--- config.mk ---
export PLATFORM = sky130hd
export DESIGN_NAME = ldsw_fsm
export DESIGN_NICKNAME = d
export VERILOG_FILES = /design/src/ldsw_pkg.sv /design/src/ldsw_fsm.sv /design/src/ldsw_sync.sv /design/src/ldsw_debounce.sv
export SDC_FILE = /design/constraint.sdc
export NUM_CORES = 1
export LEC_CHECK = 0
export BUFFER_PORTS_ARGS = -buffer_cell sky130_fd_sc_hd__buf_4
export CORE_UTILIZATION = 35
export CTS_CLUSTER_DIAMETER = 200
export DETAILED_ROUTE_END_ITERATION = 16
export GPL_ROUTABILITY_DRIVEN = 0
export SYNTH_ARGS = -nofsm -noshare
export SYNTH_HDL_FRONTEND = slang
export SYNTH_SLANG_ARGS = --single-unit
--- constraint.sdc ---
create_clock -name core_clk_i -period 5.1 [get_ports core_clk_i]
set_input_delay 1.53 -clock core_clk_i [delete_from_list [all_inputs] [get_ports core_clk_i]]
set_output_delay 1.53 -clock core_clk_i [all_outputs]
set_load 0.02 [all_outputs]
--- src/ldsw_pkg.sv ---
// Purpose: Shared constants and types of the load switch control logic
// Assumes: Core clock of 10 MHz
// Notes: Times are held in their own units; cycle counts derive from them
package ldsw_pkg;
  localparam int unsigned CLK_HZ = 10_000_000;
  localparam int unsigned T_DEB_PIN_US = 40;
  localparam int unsigned T_DEB_OUT_US = 40;
  localparam int unsigned T_DEB_IN_MS = 50;
  localparam int unsigned T_DIS_MS = 50;
  localparam int unsigned T_INIT_US = 150;
  localparam int unsigned CYC_DEB_PIN = T_DEB_PIN_US * (CLK_HZ / 1_000_000);
  localparam int unsigned CYC_DEB_OUT = T_DEB_OUT_US * (CLK_HZ / 1_000_000);
  localparam int unsigned CYC_DEB_IN = T_DEB_IN_MS * (CLK_HZ / 1_000);
  localparam int unsigned CYC_DIS = T_DIS_MS * (CLK_HZ / 1_000);
  localparam int unsigned CYC_INIT = T_INIT_US * (CLK_HZ / 1_000_000);
  localparam int CNT_W = 20;

  typedef enum logic [3:0] {
    LDSW_OFF = 4'h0,
    LDSW_INIT = 4'h1,
    LDSW_AUTO_READY = 4'h2,
    LDSW_AUTO_DISCH = 4'h3,
    LDSW_AUTO_ON = 4'h4,
    LDSW_OTG_READY = 4'h5,
    LDSW_OTG_ON = 4'h6,
    LDSW_OTG_DISCH = 4'h7,
    LDSW_SLAVE_READY = 4'h8,
    LDSW_OTG_SLV_READY = 4'h9,
    LDSW_SLAVE_ON = 4'ha,
    LDSW_SLAVE_DISCH = 4'hb
  } ldsw_state_e;
endpackage

--- src/ldsw_fsm.sv ---
// Purpose: Control state machine of a bidirectional dual input load switch
// Assumes: Analog comparators deliver levels; pins arrive asynchronously
// Notes: Overvoltage gate on the switch is combinational by design
// Notes on behaviour
// - Overvoltage opens switch at once, state untouched
// - Level select grounded picks higher trip
// - Autonomous mode switches on valid input supply
// - No input supply keeps wireless disable low
// - Input detected releases wireless disable high
// - Discharge output before closing switch
// - Input removed powers down, wireless disable low
// - Handshake pin normally driven low
// - Valid output, no input releases handshake pin
// - Handshake pulled low closes switch, wireless high
// - Handshake released reopens switch, wireless low after the discharge period
// - Slave mode follows debounced enable pin
// - Enable high at power-up selects slave mode
// - Slave mode uses same pin scheme
// - Concurrent OTG forces wireless disable low
// - Machine runs only while core powered
// - Power lost when both rails below lockout
// - Enable and disable events debounced
// - Valid input after input debounce period
// - Valid output needs output debounce, no input
// - Output discharged is undebounced below lockout
// - OTG enable and disable debounced on handshake
// - Pin and output debounce about 40 us
// - Input debounce about 50 ms
// - Discharge period about 50 ms
// - Initialisation about 150 us after power
`timescale 1ns/1ps
module ldsw_fsm #(
  parameter int unsigned DEB_IN_CYC = ldsw_pkg::CYC_DEB_IN,
  parameter int unsigned DIS_CYC = ldsw_pkg::CYC_DIS
) (
  input wire logic core_clk_i,
  input wire logic nrst_i,
  input wire logic in_uvlo_ok_i,
  input wire logic out_uvlo_ok_i,
  input wire logic ovp_hi_trip_i,
  input wire logic ovp_lo_trip_i,
  input wire logic level_select_pin_i,
  input wire logic en_n_i,
  input wire logic handshake_i,
  input wire logic concurrent_otg_i,
  output logic switch_on_o,
  output logic discharge_o,
  output logic rx_dis_o,
  output logic rx_dis_oe_o,
  output logic handshake_o,
  output logic handshake_oe_o,
  output logic slave_mode_o
);
  localparam int CW = ldsw_pkg::CNT_W;
  localparam logic [CW-1:0] PIN_CYC = CW'(ldsw_pkg::CYC_DEB_PIN);
  localparam logic [CW-1:0] OUTD_CYC = CW'(ldsw_pkg::CYC_DEB_OUT);
  localparam logic [CW-1:0] IN_CYC = CW'(DEB_IN_CYC);
  localparam logic [CW-1:0] DIS_C = CW'(DIS_CYC);
  localparam logic [CW-1:0] INIT_C = CW'(ldsw_pkg::CYC_INIT);
  localparam logic [CW-1:0] ONE_C = CW'(1);

  typedef struct packed {
    ldsw_pkg::ldsw_state_e fsm;
    logic [CW-1:0] tmr;
    logic sw;
    logic dis;
    logic rx_rel;
    logic hs_rel;
    logic slave;
    logic ovp;
  } ldsw_top_s;
  ldsw_top_s st;
  ldsw_top_s next_st;

  logic in_s;
  logic out_s;
  logic en_s;
  logic hs_s;
  logic ovh_s;
  logic ovl_s;
  logic sel_s;
  logic cotg_s;
  logic powered;
  logic valid_in;
  logic out_deb;
  logic en_high;
  logic hs_high;
  logic valid_out;
  logic out_disch;
  logic ovp_now;
  logic hs_clr;
  logic hs_d;
  logic trip_raw;

  ldsw_sync u_sync_in (.core_clk_i(core_clk_i), .nrst_i(nrst_i), .d_i(in_uvlo_ok_i),
    .q_o(in_s));
  ldsw_sync u_sync_out (.core_clk_i(core_clk_i), .nrst_i(nrst_i), .d_i(out_uvlo_ok_i),
    .q_o(out_s));
  ldsw_sync #(.RST_VAL(1'b1)) u_sync_en (.core_clk_i(core_clk_i), .nrst_i(nrst_i),
    .d_i(en_n_i), .q_o(en_s));
  ldsw_sync u_sync_hs (.core_clk_i(core_clk_i), .nrst_i(nrst_i), .d_i(handshake_i),
    .q_o(hs_s));
  ldsw_sync u_sync_ovh (.core_clk_i(core_clk_i), .nrst_i(nrst_i), .d_i(ovp_hi_trip_i),
    .q_o(ovh_s));
  ldsw_sync u_sync_ovl (.core_clk_i(core_clk_i), .nrst_i(nrst_i), .d_i(ovp_lo_trip_i),
    .q_o(ovl_s));
  ldsw_sync #(.RST_VAL(1'b1)) u_sync_sel (.core_clk_i(core_clk_i), .nrst_i(nrst_i),
    .d_i(level_select_pin_i), .q_o(sel_s));
  ldsw_sync u_sync_cotg (.core_clk_i(core_clk_i), .nrst_i(nrst_i),
    .d_i(concurrent_otg_i), .q_o(cotg_s));

  assign powered = in_s | out_s;
  assign out_disch = ~out_s;
  // Grounded select uses the higher trip comparator, floating the lower
  assign ovp_now = sel_s ? ovl_s : ovh_s;

  ldsw_debounce #(.CNT_W(CW), .RISE_CYC(IN_CYC), .FALL_CYC(ONE_C)) u_deb_in (
    .core_clk_i(core_clk_i), .nrst_i(nrst_i), .clr_i(1'b0), .d_i(in_s),
    .q_o(valid_in));
  ldsw_debounce #(.CNT_W(CW), .RISE_CYC(OUTD_CYC), .FALL_CYC(ONE_C)) u_deb_out (
    .core_clk_i(core_clk_i), .nrst_i(nrst_i), .clr_i(1'b0), .d_i(out_s),
    .q_o(out_deb));
  assign valid_out = out_deb & ~valid_in;
  ldsw_debounce #(.CNT_W(CW), .RISE_CYC(PIN_CYC), .FALL_CYC(PIN_CYC), .RST_VAL(1'b1))
    u_deb_en (.core_clk_i(core_clk_i), .nrst_i(nrst_i), .clr_i(1'b0), .d_i(en_s),
    .q_o(en_high));

  // Handshake level only counts while the pin is released by us
  assign hs_clr = ~st.hs_rel;
  assign hs_d = hs_s;
  ldsw_debounce #(.CNT_W(CW), .RISE_CYC(PIN_CYC), .FALL_CYC(PIN_CYC), .RST_VAL(1'b1))
    u_deb_hs (.core_clk_i(core_clk_i), .nrst_i(nrst_i), .clr_i(hs_clr), .d_i(hs_d),
    .q_o(hs_high));

  always_comb
  begin
    next_st = st;
    next_st.ovp = ovp_now;
    next_st.tmr = (st.tmr != '0) ? st.tmr - ONE_C : '0;
    if (!powered)
    begin
      next_st.fsm = ldsw_pkg::LDSW_OFF;
    end
    else
    begin
      case (st.fsm)
        ldsw_pkg::LDSW_OFF:
        begin
          next_st.fsm = ldsw_pkg::LDSW_INIT;
          next_st.tmr = INIT_C;
        end
        ldsw_pkg::LDSW_INIT:
        begin
          if (st.tmr == '0)
          begin
            // A high enable at or shortly after power-up latches slave mode
            next_st.slave = en_high;
            next_st.fsm = en_high ? ldsw_pkg::LDSW_SLAVE_READY
                                  : ldsw_pkg::LDSW_AUTO_READY;
          end
        end
        ldsw_pkg::LDSW_AUTO_READY:
        begin
          if (en_high)
            next_st.fsm = ldsw_pkg::LDSW_SLAVE_READY;
          else if (valid_in)
          begin
            next_st.fsm = ldsw_pkg::LDSW_AUTO_DISCH;
            next_st.tmr = DIS_C;
          end
          else if (valid_out)
            next_st.fsm = ldsw_pkg::LDSW_OTG_READY;
        end
        ldsw_pkg::LDSW_AUTO_DISCH:
        begin
          if (en_high)
            next_st.fsm = ldsw_pkg::LDSW_SLAVE_READY;
          else if (!valid_in)
            next_st.fsm = ldsw_pkg::LDSW_AUTO_READY;
          else if (st.tmr == '0 && out_disch)
            next_st.fsm = ldsw_pkg::LDSW_AUTO_ON;
        end
        ldsw_pkg::LDSW_AUTO_ON:
        begin
          if (en_high)
            next_st.fsm = ldsw_pkg::LDSW_SLAVE_READY;
          else if (!valid_in)
            next_st.fsm = ldsw_pkg::LDSW_AUTO_READY;
        end
        ldsw_pkg::LDSW_OTG_READY:
        begin
          if (en_high)
            next_st.fsm = ldsw_pkg::LDSW_OTG_SLV_READY;
          else if (!valid_out)
            next_st.fsm = ldsw_pkg::LDSW_AUTO_READY;
          else if (!hs_high)
            next_st.fsm = ldsw_pkg::LDSW_OTG_ON;
        end
        ldsw_pkg::LDSW_OTG_ON:
        begin
          if (en_high)
            next_st.fsm = ldsw_pkg::LDSW_SLAVE_READY;
          else if (hs_high)
          begin
            next_st.fsm = ldsw_pkg::LDSW_OTG_DISCH;
            next_st.tmr = DIS_C;
          end
        end
        ldsw_pkg::LDSW_OTG_DISCH:
        begin
          if (en_high)
            next_st.fsm = ldsw_pkg::LDSW_SLAVE_READY;
          else if (st.tmr == '0)
            next_st.fsm = ldsw_pkg::LDSW_OTG_READY;
        end
        ldsw_pkg::LDSW_SLAVE_READY:
        begin
          if (!en_high)
          begin
            next_st.fsm = ldsw_pkg::LDSW_SLAVE_DISCH;
            next_st.tmr = DIS_C;
          end
          else if (valid_out)
            next_st.fsm = ldsw_pkg::LDSW_OTG_SLV_READY;
        end
        ldsw_pkg::LDSW_OTG_SLV_READY:
        begin
          if (!en_high)
            next_st.fsm = ldsw_pkg::LDSW_SLAVE_ON;
          else if (!valid_out)
            next_st.fsm = ldsw_pkg::LDSW_SLAVE_READY;
        end
        ldsw_pkg::LDSW_SLAVE_DISCH:
        begin
          if (en_high)
            next_st.fsm = ldsw_pkg::LDSW_SLAVE_READY;
          else if (st.tmr == '0 && out_disch)
            next_st.fsm = ldsw_pkg::LDSW_SLAVE_ON;
        end
        ldsw_pkg::LDSW_SLAVE_ON:
        begin
          if (en_high)
            next_st.fsm = ldsw_pkg::LDSW_SLAVE_READY;
        end
        default:
        begin
          next_st.fsm = ldsw_pkg::LDSW_OFF;
        end
      endcase
    end

    // Outputs decoded from the state being entered, so pins follow in one cycle
    next_st.sw = 1'b0;
    next_st.dis = 1'b0;
    next_st.rx_rel = 1'b0;
    next_st.hs_rel = 1'b0;
    case (next_st.fsm)
      ldsw_pkg::LDSW_AUTO_DISCH, ldsw_pkg::LDSW_OTG_DISCH, ldsw_pkg::LDSW_SLAVE_DISCH:
      begin
        next_st.dis = 1'b1;
        next_st.rx_rel = 1'b1;
        next_st.hs_rel = (next_st.fsm == ldsw_pkg::LDSW_OTG_DISCH);
      end
      ldsw_pkg::LDSW_AUTO_ON, ldsw_pkg::LDSW_SLAVE_ON:
      begin
        next_st.sw = 1'b1;
        next_st.rx_rel = 1'b1;
      end
      ldsw_pkg::LDSW_OTG_ON:
      begin
        next_st.sw = 1'b1;
        next_st.rx_rel = 1'b1;
        next_st.hs_rel = 1'b1;
      end
      ldsw_pkg::LDSW_OTG_READY, ldsw_pkg::LDSW_OTG_SLV_READY:
      begin
        next_st.hs_rel = 1'b1;
      end
      default:
      begin
        next_st.sw = 1'b0;
      end
    endcase
    if (cotg_s)
      next_st.rx_rel = 1'b0;
  end

  always_ff @(posedge core_clk_i or negedge nrst_i)
  begin
    if (!nrst_i)
    begin
      st <= '{fsm: ldsw_pkg::LDSW_OFF, tmr: '0, sw: 1'b0, dis: 1'b0, rx_rel: 1'b0,
              hs_rel: 1'b0, slave: 1'b0, ovp: 1'b0};
    end
    else
    begin
      st <= next_st;
    end
  end

  // Overvoltage gate is asynchronous on the raw comparator; the state is not touched
  assign trip_raw = level_select_pin_i ? ovp_lo_trip_i : ovp_hi_trip_i;
  // Re-close waits for the synchronised trip as well, so a chattering comparator
  // cannot pump the switch closed between its crossings
  assign switch_on_o = st.sw & ~trip_raw & ~st.ovp;
  assign discharge_o = st.dis;
  assign rx_dis_o = 1'b0;
  assign rx_dis_oe_o = ~st.rx_rel;
  assign handshake_o = 1'b0;
  assign handshake_oe_o = ~st.hs_rel;
  assign slave_mode_o = st.slave;
endmodule // ldsw_fsm

--- src/ldsw_sync.sv ---
// Purpose: Two-flop synchroniser for a pin or comparator level
// Assumes: Reset value is the idle level of the pin
// Notes: The first stage is read only by the second
`timescale 1ns/1ps
module ldsw_sync #(
  parameter logic RST_VAL = 1'b0
) (
  input wire logic core_clk_i,
  input wire logic nrst_i,
  input wire logic d_i,
  output logic q_o
);
  typedef struct packed {
    logic meta;
    logic sync;
  } ldsw_sync_s;
  ldsw_sync_s st;
  ldsw_sync_s next_st;

  always_comb
  begin
    next_st.meta = d_i;
    next_st.sync = st.meta;
  end

  always_ff @(posedge core_clk_i or negedge nrst_i)
  begin
    if (!nrst_i)
    begin
      st <= {RST_VAL, RST_VAL};
    end
    else
    begin
      st <= next_st;
    end
  end

  assign q_o = st.sync;
endmodule // ldsw_sync

--- src/ldsw_debounce.sv ---
// Purpose: Debounce a synchronised level separately for rise and fall
// Assumes: Input already synchronised to core_clk_i
// Notes: Output changes only after the new level held for its full period, or at once to RST_VAL on clr_i
`timescale 1ns/1ps
module ldsw_debounce #(
  parameter int CNT_W = 20,
  parameter logic [CNT_W-1:0] RISE_CYC = '1,
  parameter logic [CNT_W-1:0] FALL_CYC = '1,
  parameter logic RST_VAL = 1'b0
) (
  input wire logic core_clk_i,
  input wire logic nrst_i,
  input wire logic clr_i,
  input wire logic d_i,
  output logic q_o
);
  typedef struct packed {
    logic q;
    logic [CNT_W-1:0] cnt;
  } ldsw_deb_s;
  ldsw_deb_s st;
  ldsw_deb_s next_st;

  always_comb
  begin
    next_st = st;
    if (clr_i)
    begin
      next_st.q = RST_VAL;
      next_st.cnt = '0;
    end
    else if (d_i == st.q)
    begin
      next_st.cnt = '0;
    end
    else if (st.cnt + 1'b1 >= (d_i ? RISE_CYC : FALL_CYC))
    begin
      next_st.q = d_i;
      next_st.cnt = '0;
    end
    else
    begin
      next_st.cnt = st.cnt + 1'b1;
    end
  end

  always_ff @(posedge core_clk_i or negedge nrst_i)
  begin
    if (!nrst_i)
    begin
      st <= '{q: RST_VAL, cnt: '0};
    end
    else
    begin
      st <= next_st;
    end
  end

  assign q_o = st.q;
endmodule // ldsw_debounce

==> run summary <==
DRT
----------------------------------------------------------------------------------------
Post-detailed-route DRC marker count ......................................            0
Drt initial violations ....................................................          297
Wirelength, routed ........................................................     12500 um
DRT antenna net count .....................................................            0
Routed WL per cell ........................................................      12.3 um
Via density per instance ..................................................         4.82
Number of iterations in the first detailed-routing pass ...................            4
Vias post-DR ..............................................................         4874

FLOW RUN
----------------------------------------------------------------------------------------
Maximum Capacitance Violations ............................................            0

SYNTH
----------------------------------------------------------------------------------------
Number of register bits inferred by synthesis .............................          130
Library cell occupying the most area in the post-synthesis netlist ........      dfrtp_1
Synth Cell Area ........................................................... 0.00675 sq mm
Yosys top cell area share .................................................        46.0%
Synthesized netlist cell count ............................................          689
Biggest area contributors in the synthesized netlist ...................... dfrtp_1 46%, xnor2_1 6.1%, nor2_1 4.4%, ha_1 3.5%, xor2_1 3.1%
Async set or reset register ratio after synthesis .........................         100%
Sequential fraction of the synthesis area .................................        48.3%
Synthesized area per cell .................................................   9.80 sq um
Count of synthesis-stage warnings from yosys ..............................            0
Synth unique cells ........................................................           69
Post-synth EDFFs ..........................................................            0
Main synth FF type ........................................................      dfrtp_1

CLOCK TREE
----------------------------------------------------------------------------------------
Number of buffers between clock root and the deepest sink .................            2
Total clock buffers created by CTS ........................................           17
Number of sinks handled by clock tree synthesis ...........................          130
CTS root buffer ...........................................................    clkbuf_16
Count of H-tree levels built during CTS ...................................            4
Resized cells post-CTS ....................................................            0
Clock insertion delay at the later pin of the skew report .................      0.42 ns
Clock-pin slew of the registers on the worst-case setup and hold paths ....      0.06 ns
CTS Hold Buffers Added ....................................................            0
TritonCTS clock tree ......................................................        built
Setup fix buffers added after clock tree synthesis ........................            0

LAYOUT
----------------------------------------------------------------------------------------
Most common cell after layout, fill and taps aside ........................      dfrtp_1
Total area of multi-input combinational cells ............................. 0.00345 sq mm
Most frequent cells in the layout ......................................... 124 x dfrtp_1, 80 x nor2_1, 48 x nand2_1, 47 x xnor2_1, 37 x nand3_1
Layout cell share with drive strength beyond 1 ............................        12.1%
Post-layout net count .....................................................          768
Number of diodes added for antenna fixing .................................            0
Total area of sequential cells ............................................ 0.00326 sq mm
Filler cells ..............................................................         1811
Relative area change from synthesis to final layout .......................        16.4%

CRITICAL PATH
----------------------------------------------------------------------------------------
Capturing element type of the critical path ............................... primary output
Crit start category ....................................................... primary input
Minimum setup slack among reg-to-reg paths ................................      1.40 ns
Required time at the worst-slack endpoint .................................      3.57 ns
Crit path max fanout ......................................................            2
Crit path DAT .............................................................      2.29 ns
Critical setup path kind ..................................................    in -> out

FLOORPLAN
----------------------------------------------------------------------------------------
Starting utilization of the core area .....................................        35.9%
Width of the chip .........................................................       141 um
Die height ................................................................       141 um
Die area .................................................................. 0.0199 sq mm
Number of primary I/O pins ................................................           17
Placeable core region ..................................................... 0.0188 sq mm
Std cell rows .............................................................           50

GLOBAL ROUTING
----------------------------------------------------------------------------------------
Total overflow reported by the global router ..............................            0
Number of antenna violations at the first check in global routing .........            0
Global router's overall resource usage ....................................        13.9%
Global-route wire length before repair ....................................     22000 um
Number of global-route vias before repair .................................         4644
Largest net degree at the start of global routing .........................           77

STA
----------------------------------------------------------------------------------------
Total setup violations reported at the end of the flow ....................            0
Crit share post-route .....................................................        75.0%
Setup repair after global routing missed its margin .......................           no
Total Neg Setup Slack .....................................................         0 ns
Fin. max-slew vios ........................................................            0
Shortest clock period the worst path allows after layout ..................      3.82 ns
Measured slew at the worst slew-check pin .................................     0.783 ns
Max_slew headroom .........................................................        47.3%
Count of endpoints failing hold in the final timing report ................            0
Clock Skews ...............................................................   0.00710 ns
Maximum clock rate ........................................................      262 MHz

POWER
----------------------------------------------------------------------------------------
Total chip power ..........................................................      2.64 mW
Leak Pwr ..................................................................      3.20 nW
Power density over cell area ..............................................  336 mW/mm^2
Worst voltage drop across the vdd grid ....................................       241 uV

STATUS
----------------------------------------------------------------------------------------
Run status ................................................................    completed

PLACED DESIGN
----------------------------------------------------------------------------------------
I/O Buffers ...............................................................           14
Total half-perimeter wirelength after legalization and detailed placement .      8390 um

WORST HOLD PATH
----------------------------------------------------------------------------------------
Worst hold path type ......................................................   reg -> reg

[stage by stage]
stage	setup slack, ns	util [%]	cells	cell area, sq um	hold WS [ns]
detailed placement	1.28	38.4	980	7240	0.336
floorplan	1.21	-	724	6880	0.331
global route	1.08	41.7	1012	7860	0.360
global placement	1.28	38.4	980	7240	0.334
CTS	1.27	41.7	1012	7860	0.349
finish	1.28	41.7	1012	7860	0.348
[where the power goes]
| part | internal (mW) | leakage, nW | switching [mW] | total, mW |
|---|---|---|---|---|
| combinational | 0.0906 | 1.25 | 0.118 | 0.209 |
| sequential | 1.09 | 1.66 | 0.0683 | 1.16 |
| clock | 0.807 | 0.291 | 0.459 | 1.27 |
[worst max-delay path: stages]
cell and delay, ns:
buf_4 0.09, mux2_2 0.33, nor3b_1 0.18, buf_4 0.17
[sequential cells by signal, indices dropped and copies added (netlist names), 20 cells and up]
register	cells
u_deb_hs.st	20
st	28
u_deb_en.st	20
u_deb_out.st	20
u_deb_in.st	20
[path summary, 6_finish.rpt]
check,start,to,cells after the start
min in group asynchronous,nrst_i,st[20]$_DFF_PN0_,1
max reg2reg,u_deb_in.st[2]$_DFF_PN0_,u_deb_in.st[18]$_DFF_PN0_,12
max in group asynchronous,nrst_i,u_sync_en.q_o$_DFF_PN1_,2
min reg2reg,u_sync_out.next_st[0]$_DFF_PN0_,u_sync_out.q_o$_DFF_PN0_,0
max,level_select_pin_i,switch_on_o,4
min,u_sync_out.next_st[0]$_DFF_PN0_,u_sync_out.q_o$_DFF_PN0_,0
[cell usage after synthesis, types with 7 or more instances]
cell,instances
nand3_1,37
nor3_1,21
xnor2_1,47
and3_1,8
a211oi_1,7
nand2_1,48
a21oi_1,19
or2_2,9
nor2_1,80
inv_1,21
mux2_2,9
ha_1,19
nor4_1,19
clkbuf_1,13
xor2_1,24
o21ai_0,29
nand4_1,20
nor2b_1,13
dfrtp_1,124
nand2b_1,9
[layout make-up]
cell class,instances,area share [%]
multi-input combinational,553,43.9
sequential,130,41.5
clock buffer,20,5.94
tap,260,4.14
clock inverter,12,1.97
timing repair buffer,16,1.58
inverter,21,1.00
[layer usage]
layer | vias up | track usage (%) | routed length (um)
met5 | - | 0 | 0
met3 | 15 | 3.53 | 358
li1 | 2515 | - | -
met2 | 57 | 21.6 | 5690
met4 | 0 | 5.43 | 160
met1 | 2287 | 18.5 | 6260
[cells by family (layout without fill, tap and decap cells)]
logic type | count (synthesis) | after routing | synth area share (%)
AOI/OAI and AO/OA | 100 | 100 | 9.58
xor gates and xnor gates | 71 | 71 | 9.21
adders and majority gates | 19 | 19 | 3.52
buffers and inverters | 41 | 69 | 2.58
DFF | 130 | 130 | 48.3
muxes | 12 | 12 | 1.95
other | 1 | 36 | 0.0555
and+or+nand+nor | 315 | 315 | 24.8
(Power assumes the default switching activity.)
